File: config.mk
export PLATFORM = sky130hd
export DESIGN_NAME = rhs_status_pins
export DESIGN_NICKNAME = d
export VERILOG_FILES = /design/src/logic/rhs_sync.v /design/src/logic/rhs_rx_buffer.v /design/src/logic/rhs_status_pins.v
export VERILOG_INCLUDE_DIRS = /design/src /design/src/inc
export SDC_FILE = /design/constraint.sdc
export NUM_CORES = 1
export LEC_CHECK = 0
export BUFFER_PORTS_ARGS = -buffer_cell sky130_fd_sc_hd__buf_2
export CELL_PAD_IN_SITES_DETAIL_PLACEMENT = 0
export CELL_PAD_IN_SITES_GLOBAL_PLACEMENT = 1
export CORE_MARGIN = 8
export CORE_UTILIZATION = 50
export CTS_CLUSTER_SIZE = 30
export DETAILED_ROUTE_END_ITERATION = 16
export PLACE_DENSITY = 0.81
export SYNTH_ARGS = -nofsm -noshare
export SYNTH_HDL_FRONTEND = slang
export SYNTH_HIERARCHICAL = 1
export SYNTH_SLANG_ARGS = --single-unit
File: constraint.sdc
create_clock -name sys_clk -period 6.2 [get_ports sys_clk]
set_clock_uncertainty 0.1 [all_clocks]
set_input_delay 0 -clock sys_clk [delete_from_list [all_inputs] [get_ports sys_clk]]
set_output_delay 0 -clock sys_clk [all_outputs]
set_load 0.02 [all_outputs]
File: src/inc/rhs_map.vh
// Offsets, field positions, reset values and sizes of the status-pin block
`ifndef RHS_MAP_VH
`define RHS_MAP_VH
`define RHS_ADDR_PINCFG  6'h1c
`define RHS_ADDR_SECCTL  6'h19
`define RHS_ADDR_DBGSEL  6'h1d
`define RHS_PINCFG_RST   16'h0040
`define RHS_SECCTL_RST   16'h0000
`define RHS_DBGSEL_RST   16'h0000
`define RHS_THR_MSB      6
`define RHS_THR_LSB      0
`define RHS_POL_FIFO     7
`define RHS_POL_RX_THRESHOLD_PIN    8
`define RHS_POL_SFD      9
`define RHS_POL_CCA      10
`define RHS_GUARD_BIT    9
`define RHS_DBG_SFD_MSB  1
`define RHS_DBG_SFD_LSB  0
`define RHS_DBG_CCA_MSB  3
`define RHS_DBG_CCA_LSB  2
`define RHS_BUF_DEPTH    8'h80
`endif

File: src/logic/rhs_sync.v
// Two-flip-flop synchroniser for pin inputs
module rhs_sync
#(
	parameter W = 2
)
(
	input  wire         sys_clk,
	input  wire         rst,
	input  wire [W-1:0] asyncIn,
	output wire [W-1:0] syncOut
);
	genvar i;
	generate
		for (i = 0; i < W; i = i + 1)
		begin : gBit
			reg meta_ff;
			reg sync_ff;
			always @(posedge sys_clk or posedge rst)
			begin
				if (rst)
				begin
					meta_ff <= 1'b1;
					sync_ff <= 1'b1;
				end
				else
				begin
					meta_ff <= asyncIn[i];
					sync_ff <= meta_ff;
				end
			end
			assign syncOut[i] = sync_ff;
		end
	endgenerate
endmodule // rhs_sync

File: src/logic/rhs_rx_buffer.v
// Receive byte buffer with frame discard, header guard and overflow flag
`include "rhs_map.vh"
module rhs_rx_buffer
(
	input  wire       sys_clk,
	input  wire       rst,
	input  wire       wrEn,
	input  wire [7:0] wrData,
	input  wire       frameStart,
	input  wire       discard,
	input  wire       protectHold,
	input  wire       protectRelease,
	input  wire       rdEn,
	input  wire       flush,
	output wire [7:0] rdData,
	output wire [7:0] count,
	output wire       overflow
);
	reg  [7:0] mem [0:127];
	reg  [7:0] wrPtr_ff;
	reg  [7:0] rdPtr_ff;
	reg  [7:0] fsPtr_ff;
	reg  [7:0] protBase_ff;
	reg        protOn_ff;
	reg        ovf_ff;
	reg  [7:0] rdData_ff;
	wire [7:0] occ;
	wire [7:0] guardSpan;
	wire       accept;
	wire       doRead;

	// Guarded header bytes still occupy space after they are read
	// Unread bytes ahead of the guarded frame must still count, so take the longer span
	assign guardSpan = wrPtr_ff - protBase_ff;
	assign occ       = (protOn_ff & (guardSpan > count)) ? guardSpan : count;
	assign count  = wrPtr_ff - rdPtr_ff;
	assign accept = wrEn & ~ovf_ff & (occ < `RHS_BUF_DEPTH);
	assign doRead = rdEn & (count != 8'h00);

	always @(posedge sys_clk)
	begin
		if (accept)
			mem[wrPtr_ff[6:0]] <= wrData;
	end

	always @(posedge sys_clk or posedge rst)
	begin
		if (rst)
		begin
			wrPtr_ff    <= 8'h00;
			rdPtr_ff    <= 8'h00;
			fsPtr_ff    <= 8'h00;
			protBase_ff <= 8'h00;
			protOn_ff   <= 1'b0;
			ovf_ff      <= 1'b0;
			rdData_ff   <= 8'h00;
		end
		else if (flush)
		begin
			wrPtr_ff  <= 8'h00;
			rdPtr_ff  <= 8'h00;
			fsPtr_ff  <= 8'h00;
			protOn_ff <= 1'b0;
			ovf_ff    <= 1'b0;
		end
		else
		begin
			if (discard)
				wrPtr_ff <= fsPtr_ff;
			else if (accept)
				wrPtr_ff <= wrPtr_ff + 8'h01;
			if (accept & frameStart)
				fsPtr_ff <= wrPtr_ff;
			// Overflow drops the byte; stored frames stay intact
			if (wrEn & ~ovf_ff & (occ >= `RHS_BUF_DEPTH))
				ovf_ff <= 1'b1;
			if (doRead)
			begin
				rdPtr_ff  <= rdPtr_ff + 8'h01;
				rdData_ff <= mem[rdPtr_ff[6:0]];
			end
			if (protectHold)
			begin
				protOn_ff   <= 1'b1;
				protBase_ff <= (accept & frameStart) ? wrPtr_ff : fsPtr_ff;
			end
			else if (protectRelease)
				protOn_ff <= 1'b0;
		end
	end

	assign rdData   = rdData_ff;
	assign overflow = ovf_ff;
endmodule // rhs_rx_buffer

File: src/logic/rhs_status_pins.v
// Status pins, pin configuration and serial output stage of the radio
`include "rhs_map.vh"
module rhs_status_pins
(
	input  wire        sys_clk,
	input  wire        rst,
	input  wire        chipSelectLow,
	input  wire        serialClock,
	input  wire [7:0]  statusByte,
	input  wire        regWrEn,
	input  wire [5:0]  regAddr,
	input  wire [15:0] regWrData,
	output reg  [15:0] regRdData,
	input  wire        receiveFlushStrobe,
	input  wire        hostRead,
	output wire [7:0]  rdByte,
	input  wire        rxByteValid,
	input  wire [7:0]  rxByte,
	input  wire        rxLengthByte,
	input  wire        rxSfdDone,
	input  wire        rxLastByte,
	input  wire        addrFilterEn,
	input  wire        autoDiscardEn,
	input  wire        addrPass,
	input  wire        addrFail,
	input  wire        securedFrame,
	input  wire        decryptDone,
	input  wire        txMode,
	input  wire        txSfdDone,
	input  wire        txLastByte,
	input  wire        txUnderflow,
	input  wire        channelClearRaw,
	input  wire [2:0]  debugSignals,
	output reg         rxNonEmptyPin,
	output reg         rxThresholdPin,
	output reg         frameDelimiterTimingPin,
	output reg         channelClearPin,
	output reg         serialDataOut,
	output reg         serialDataOe
);
	localparam [2:0] ST_IDLE = 3'b001;
	localparam [2:0] ST_RXF  = 3'b010;
	localparam [2:0] ST_TXF  = 3'b100;

	reg  [15:0] pinCfg_ff;
	reg  [15:0] secCtl_ff;
	reg  [15:0] dbgSel_ff;
	reg  [2:0]  state_ff;
	reg  [2:0]  nxt_state;
	reg         passed_ff;
	reg         pktDone_ff;
	reg         sclkPrev_ff;
	reg         csPrev_ff;
	reg  [7:0]  soShift_ff;
	reg  [2:0]  soBit_ff;
	reg         sfdSrc;
	reg         ccaSrc;
	wire [1:0]  syncPins;
	wire        csLowS;
	wire        sclkS;
	wire [7:0]  count;
	wire        overflow;
	wire [6:0]  thr;
	wire        thrHit;
	wire        guardOn;
	wire        frameOk;
	wire        rxWr;
	wire        rxFlush;
	wire        popValid;
	wire        sclkFall;
	wire        csFall;
	wire        nonEmptyRaw;
	wire        thresholdRaw;

	rhs_sync #(.W(2)) uSync
	(
		.sys_clk (sys_clk),
		.rst     (rst),
		.asyncIn ({chipSelectLow, serialClock}),
		.syncOut (syncPins)
	);
	assign csLowS = syncPins[1];
	assign sclkS  = syncPins[0];

	assign guardOn = secCtl_ff[`RHS_GUARD_BIT];
	// Only receive-side traffic feeds the buffer and its pins
	assign rxWr    = rxByteValid & ~txMode;
	// A flush leaves a transmit frame in flight untouched
	assign rxFlush  = receiveFlushStrobe & ~txMode;
	assign popValid = hostRead & (count != 8'h00);

	rhs_rx_buffer uBuf
	(
		.sys_clk        (sys_clk),
		.rst            (rst),
		.wrEn           (rxWr),
		.wrData         (rxByte),
		.frameStart     (rxLengthByte),
		.discard        (addrFail & autoDiscardEn),
		.protectHold    (guardOn & securedFrame & rxLengthByte & rxWr),
		.protectRelease (decryptDone),
		.rdEn           (hostRead),
		.flush          (receiveFlushStrobe),
		.rdData         (rdByte),
		.count          (count),
		.overflow       (overflow)
	);

	// Register file; writes apply on the cycle the access is decoded
	always @(posedge sys_clk or posedge rst)
	begin
		if (rst)
			pinCfg_ff <= `RHS_PINCFG_RST;
		else if (regWrEn & (regAddr == `RHS_ADDR_PINCFG))
			pinCfg_ff <= regWrData;
	end

	always @(posedge sys_clk or posedge rst)
	begin
		if (rst)
			secCtl_ff <= `RHS_SECCTL_RST;
		else if (regWrEn & (regAddr == `RHS_ADDR_SECCTL))
			secCtl_ff <= regWrData;
	end

	always @(posedge sys_clk or posedge rst)
	begin
		if (rst)
			dbgSel_ff <= `RHS_DBGSEL_RST;
		else if (regWrEn & (regAddr == `RHS_ADDR_DBGSEL))
			dbgSel_ff <= regWrData;
	end

	always @(posedge sys_clk or posedge rst)
	begin
		if (rst)
			regRdData <= 16'h0000;
		else
		begin
			case (regAddr)
				`RHS_ADDR_PINCFG: regRdData <= pinCfg_ff;
				`RHS_ADDR_SECCTL: regRdData <= secCtl_ff;
				`RHS_ADDR_DBGSEL: regRdData <= dbgSel_ff;
				default:          regRdData <= 16'h0000;
			endcase
		end
	end

	// Frame delimiter timing state
	always @*
	begin
		nxt_state = state_ff;
		case (state_ff)
			ST_IDLE:
			begin
				if (txMode & txSfdDone)
					nxt_state = ST_TXF;
				else if (~txMode & rxSfdDone)
					nxt_state = ST_RXF;
			end
			ST_RXF:
			begin
				if (addrFail)
					nxt_state = ST_IDLE;
				else if (rxLastByte)
					nxt_state = ST_IDLE;
			end
			ST_TXF:
			begin
				if (txLastByte | txUnderflow)
					nxt_state = ST_IDLE;
			end
			default:
				nxt_state = ST_IDLE;
		endcase
	end

	// A flush outside transmit mode drops a frame in progress; after overflow the first flush
	// may race a late delimiter event, which is why two are advised
	always @(posedge sys_clk or posedge rst)
	begin
		if (rst)
			state_ff <= ST_IDLE;
		else if (rxFlush)
			state_ff <= ST_IDLE;
		else
			state_ff <= nxt_state;
	end

	// Address filter outcome for the frame being received
	always @(posedge sys_clk or posedge rst)
	begin
		if (rst)
			passed_ff <= 1'b0;
		else if (addrPass)
			passed_ff <= 1'b1;
		else if (receiveFlushStrobe | addrFail | (rxWr & rxLengthByte))
			passed_ff <= 1'b0;
	end

	// Packet-complete flag: set wins over the clearing read
	always @(posedge sys_clk or posedge rst)
	begin
		if (rst)
			pktDone_ff <= 1'b0;
		else if (rxLastByte & ~txMode)
			pktDone_ff <= 1'b1;
		else if (receiveFlushStrobe | popValid)
			pktDone_ff <= 1'b0;
	end

	assign thr     = pinCfg_ff[`RHS_THR_MSB:`RHS_THR_LSB];
	assign frameOk = ~addrFilterEn | passed_ff;
	assign thrHit  = (count > {1'b0, thr}) & frameOk;
	// Overflow shows as non-empty low with threshold high; a packet end that leaves the buffer empty makes the same pair
	assign nonEmptyRaw  = (count != 8'h00) & ~overflow;
	assign thresholdRaw = thrHit | pktDone_ff | overflow;

	// Debug routing of the timing and channel pins
	always @*
	begin
		case (dbgSel_ff[`RHS_DBG_SFD_MSB:`RHS_DBG_SFD_LSB])
			2'h0:    sfdSrc = ~state_ff[0];
			2'h1:    sfdSrc = debugSignals[0];
			2'h2:    sfdSrc = debugSignals[1];
			default: sfdSrc = debugSignals[2];
		endcase
	end

	always @*
	begin
		case (dbgSel_ff[`RHS_DBG_CCA_MSB:`RHS_DBG_CCA_LSB])
			2'h0:    ccaSrc = channelClearRaw;
			2'h1:    ccaSrc = debugSignals[0];
			2'h2:    ccaSrc = debugSignals[1];
			default: ccaSrc = debugSignals[2];
		endcase
	end

	// Pins are registered so they change only on the internal clock
	always @(posedge sys_clk or posedge rst)
	begin
		if (rst)
		begin
			rxNonEmptyPin           <= 1'b0;
			rxThresholdPin          <= 1'b0;
			frameDelimiterTimingPin <= 1'b0;
			channelClearPin         <= 1'b0;
		end
		else
		begin
			rxNonEmptyPin <= nonEmptyRaw ^ pinCfg_ff[`RHS_POL_FIFO];
			rxThresholdPin <= thresholdRaw ^ pinCfg_ff[`RHS_POL_RX_THRESHOLD_PIN];
			frameDelimiterTimingPin <= sfdSrc ^ pinCfg_ff[`RHS_POL_SFD];
			channelClearPin <= ccaSrc ^ pinCfg_ff[`RHS_POL_CCA];
		end
	end

	// Edge detection on the synchronised select and serial clock
	assign sclkFall = sclkPrev_ff & ~sclkS;
	assign csFall   = csPrev_ff & ~csLowS;

	always @(posedge sys_clk or posedge rst)
	begin
		if (rst)
		begin
			sclkPrev_ff <= 1'b1;
			csPrev_ff   <= 1'b1;
		end
		else
		begin
			sclkPrev_ff <= sclkS;
			csPrev_ff   <= csLowS;
		end
	end

	// Enable follows the synchronised select, so it trails the pin by three clocks
	always @(posedge sys_clk or posedge rst)
	begin
		if (rst)
			serialDataOe <= 1'b0;
		else
			serialDataOe <= ~csLowS;
	end

	// Serial output stage: status byte shifted MSB first on falling clock
	always @(posedge sys_clk or posedge rst)
	begin
		if (rst)
		begin
			soShift_ff    <= 8'h00;
			soBit_ff      <= 3'h0;
			serialDataOut <= 1'b0;
		end
		else if (csLowS)
		begin
			soBit_ff      <= 3'h0;
			serialDataOut <= 1'b0;
		end
		else if (csFall)
		begin
			soShift_ff    <= {statusByte[6:0], 1'b0};
			serialDataOut <= statusByte[7];
			soBit_ff      <= 3'h1;
		end
		else if (sclkFall)
		begin
			if (soBit_ff == 3'h0)
			begin
				soShift_ff    <= {statusByte[6:0], 1'b0};
				serialDataOut <= statusByte[7];
			end
			else
			begin
				soShift_ff    <= {soShift_ff[6:0], 1'b0};
				serialDataOut <= soShift_ff[7];
			end
			soBit_ff <= soBit_ff + 3'h1;
		end
	end
endmodule // rhs_status_pins

==> out/qor.yml <==
cts_sinks: 1157
critical_path_class: "reg -> reg"
initial_core_util_pct: 50.2
power.density_nw_per_um2: 320
dp_hpwl_mm: 66.2
crit_fanout: 16
routed_wl_mm: 109
path_delay_family: "simple AND/OR/NAND/NOR gates"
gp_congestion: 0.861
crit_buf_inv: 2
fin_crit_sh_pct: 96.0
final_nets: 2754
synth_seq_cells: 1157
core-area_sq_um: 92900
syn_inst: 2454
grt_usage_pct: 21.0
holdWs_ns: 0.0266
status: "completed"
drv_slew: 0
crit_path_top_delay_cell: "nor2_1"
synth_flop_cell: "edfxtp_1"
numCtsBuffers: 110
rsz0062_at_grt: "no"
async_reset_ff_share_pct: 11.5
antenna_found_initial: 2
drt-initial-drc-count: 2780
synth_area_sq_um: 46700
synth_warnings: 6
hold_path_class: "in -> async"
layout_commonest_cell: "edfxtp_1"
post-route-drc-count: 0
fill_cells: 6716
slew_headroom_pct: 20.3
dieHeight_microns: 321
overflow: 0
cp.required_ns: 6.36
synth_nets: 2551
cp_data_arrival_time_ns: 6.11
finalHoldViolations: 0
cts_tree: "built"
synth_cell_types: 85
routed-via-count: 24600
clockBufferDepth: 3
vdd_drop_max_uv: 203
startpoint_type: "flop"
yosysSeqAreaShare_pct: 73.1
grt_pass1_vias: 25000
end_kind: "flop"
path_cells: "inv_1 -> ha_1 -> inv_1 -> a21o_1 -> a21oi_1 -> o211a_1 -> or4_1 -> and2_1 -> ha_1 -> nand3_1 -> o21bai_1 -> a22o_1 -> a21oi_4 -> mux2_4 -> nand4_4 -> nor2_1"
portBuffers: 92
grt_max_degree: 121
firstDrtPassIters: 6
worst_pin_slew_ns: 1.18
clock_latency_ns: 0.67
finalInstanceArea_sq_um: 52900
fin_setup_tns_ns: 0
vias_per_cell: 6.15
clkTransAtPathRegs_ns: 0.06
cts_root_buf: "clkbuf_16"
p_leak_nw: 17.5
mostFrequentLayoutCells: "1,024 x edfxtp_1, 234 x mux4_2, 188 x nor2_1"
post-cts-setup-buffers: 0
grt_pass1_wl_mm: 164
die_area_sq_um: 103000
multi_input_area_sq_um: 11700
synth-edff-count: 1024
place_area_sq_um: 48400
avgRoutedWirePerCell_microns: 27.3
min_period_ns: 5.95
fin_total_pwr_mw: 16.9
timing.fmax_ghz: 0.168
slowest_delay_ns: 0.82
regArea_sq_um: 34100
ioPinCount: 93
antenna_left: 0
finalSetupViolCount: 0
avgSynthCellArea_sq_um: 19.0
htree_levels: 3
rows: 112
area_delta_synth_final_pct: 13.5
maxCapViolations: 0
instances_no_fill: 4004
dp_cells: 3707
drive_gt1_share_pct: 22.5
die_w_microns: 321
## layer usage
metal,up-vias,track usage (%),wire (microns)
li1,10400,-,-
met1,12800,29.2,42900
met2,1318,34.3,53500
met3,184,3.72,10200
met4,0,6.04,2730
met5,-,0,0
## area by class of cell
type / count / share of cell area (%)
Tap cell: 1254 / 2.96
Clock inverter: 72 / 1.19
Sequential cell: 1157 / 64.4
Multi-Input combinational cell: 1108 / 22.2
Antenna cell: 1 / 0.00473
Timing Repair Buffer: 218 / 3.21
Inverter: 62 / 0.442
Clock buffer: 132 / 5.58
## metrics by stage
| stage | setup slack, ns | util (%) |
|---|---|---|
| floorplan | 1.23 | - |
| global placement | 0.453 | 52.1 |
| detailed placement | 0.330 | 52.1 |
| CTS | 0.302 | 57.0 |
| global route | 0.00104 | 57.0 |
| finish | 0.246 | 57.0 |
## Yosys cell counts, drive strengths merged (6+ instances only)
master	instances	area (sq um)
nand2	53	219
inv	62	233
xnor2	11	96.3
clkbuf	64	240
nor3	29	156
buf	63	375
xor2	11	96.3
dfrtp	125	3130
nand3	13	90.1
nor4	8	65.1
nor2	193	734
mux4	234	5270
a21o	6	45.0
ha	32	400
a222oi	16	160
a211oi	19	143
o21ai	17	85.1
mux2	51	653
a21oi	81	417
o22ai	33	213
o221ai	66	584
nand4	7	110
mux2i	150	1510
dfstp	8	210
edfxtp	1024	30700
nor2b	15	101
## cells by family after synthesis
group           after synthesis  share of synthesized area, %
buf+inv                     189                          1.82
xor+xnor                     22                         0.413
mux                         435                          15.9
fa+ha+maj                    34                         0.944
simple gates                350                          3.68
flops                      1157                          73.1
compound gates              267                          4.14
## repair_timing
action,in CTS,in global routing
endpoints found under the setup margin,0,15
hold buffers,92,0
gates resized for setup,0,3
endpoints found under the hold margin,682,0
## final timing paths
kind                                                       from                         endpoint  slack, ns  depth (start not counted)
max in group asynchronous                                   rst          regRdData[11]$_DFF_PP0_       4.45                          5
worst min register to register  uSync/gBit[1].meta_ff$_DFF_PP1_  uSync/gBit[1].sync_ff$_DFF_PP1_       0.26                          0
worst max register to register     uBuf/wrPtr_ff[0]$_DFFE_PP0P_       uBuf/mem[116][7]$_DFFE_PP_       0.25                         16
min in group sys_clk                              regWrData[14]        secCtl_ff[14]$_DFFE_PP0P_       0.03                          3
worst min-delay path                                        rst        uBuf/overflow$_DFFE_PP0P_       0.03                          3
worst max-delay path               uBuf/wrPtr_ff[0]$_DFFE_PP0P_       uBuf/mem[116][7]$_DFFE_PP_       0.25                         16
## registers in the layout, indices dropped and copies added (netlist names), 2 cells and up
name	flops
dbgSel_ff	16
pinCfg_ff	16
regRdData	16
secCtl_ff	16
soBit_ff	3
soShift_ff	7
state_ff	3
uBuf/fsPtr_ff	8
uBuf/mem	1024
uBuf/protBase_ff	8
uBuf/rdData	8
uBuf/rdPtr_ff	8
uBuf/wrPtr_ff	8
uSync/gBit.meta_ff	2
uSync/gBit.sync_ff	2
## where the power goes
part           leakage, nW  total [mW]  switching (mW)  internal (mW)
Sequential            10.9        8.66          0.0718           8.59
Clock                 1.72        6.58            2.85           3.74
Combinational         4.89        1.70           0.942          0.755
Total                 17.5        16.9            3.86           13.1
## worst reg2reg max path: stages (launching register included)
cell and delay [ns]:
dfrtp_1 0.60, inv_1 0.24, ha_1 0.25, inv_1 0.09
a21o_1 0.12, a21oi_1 0.11, o211a_1 0.26, or4_1 0.59
and2_1 0.20, ha_1 0.31, nand3_1 0.09, o21bai_1 0.16
a22o_1 0.26, a21oi_4 0.33, mux2_4 0.39, nand4_4 0.65
nor2_1 0.82
Power figures use the tool's default switching activity.
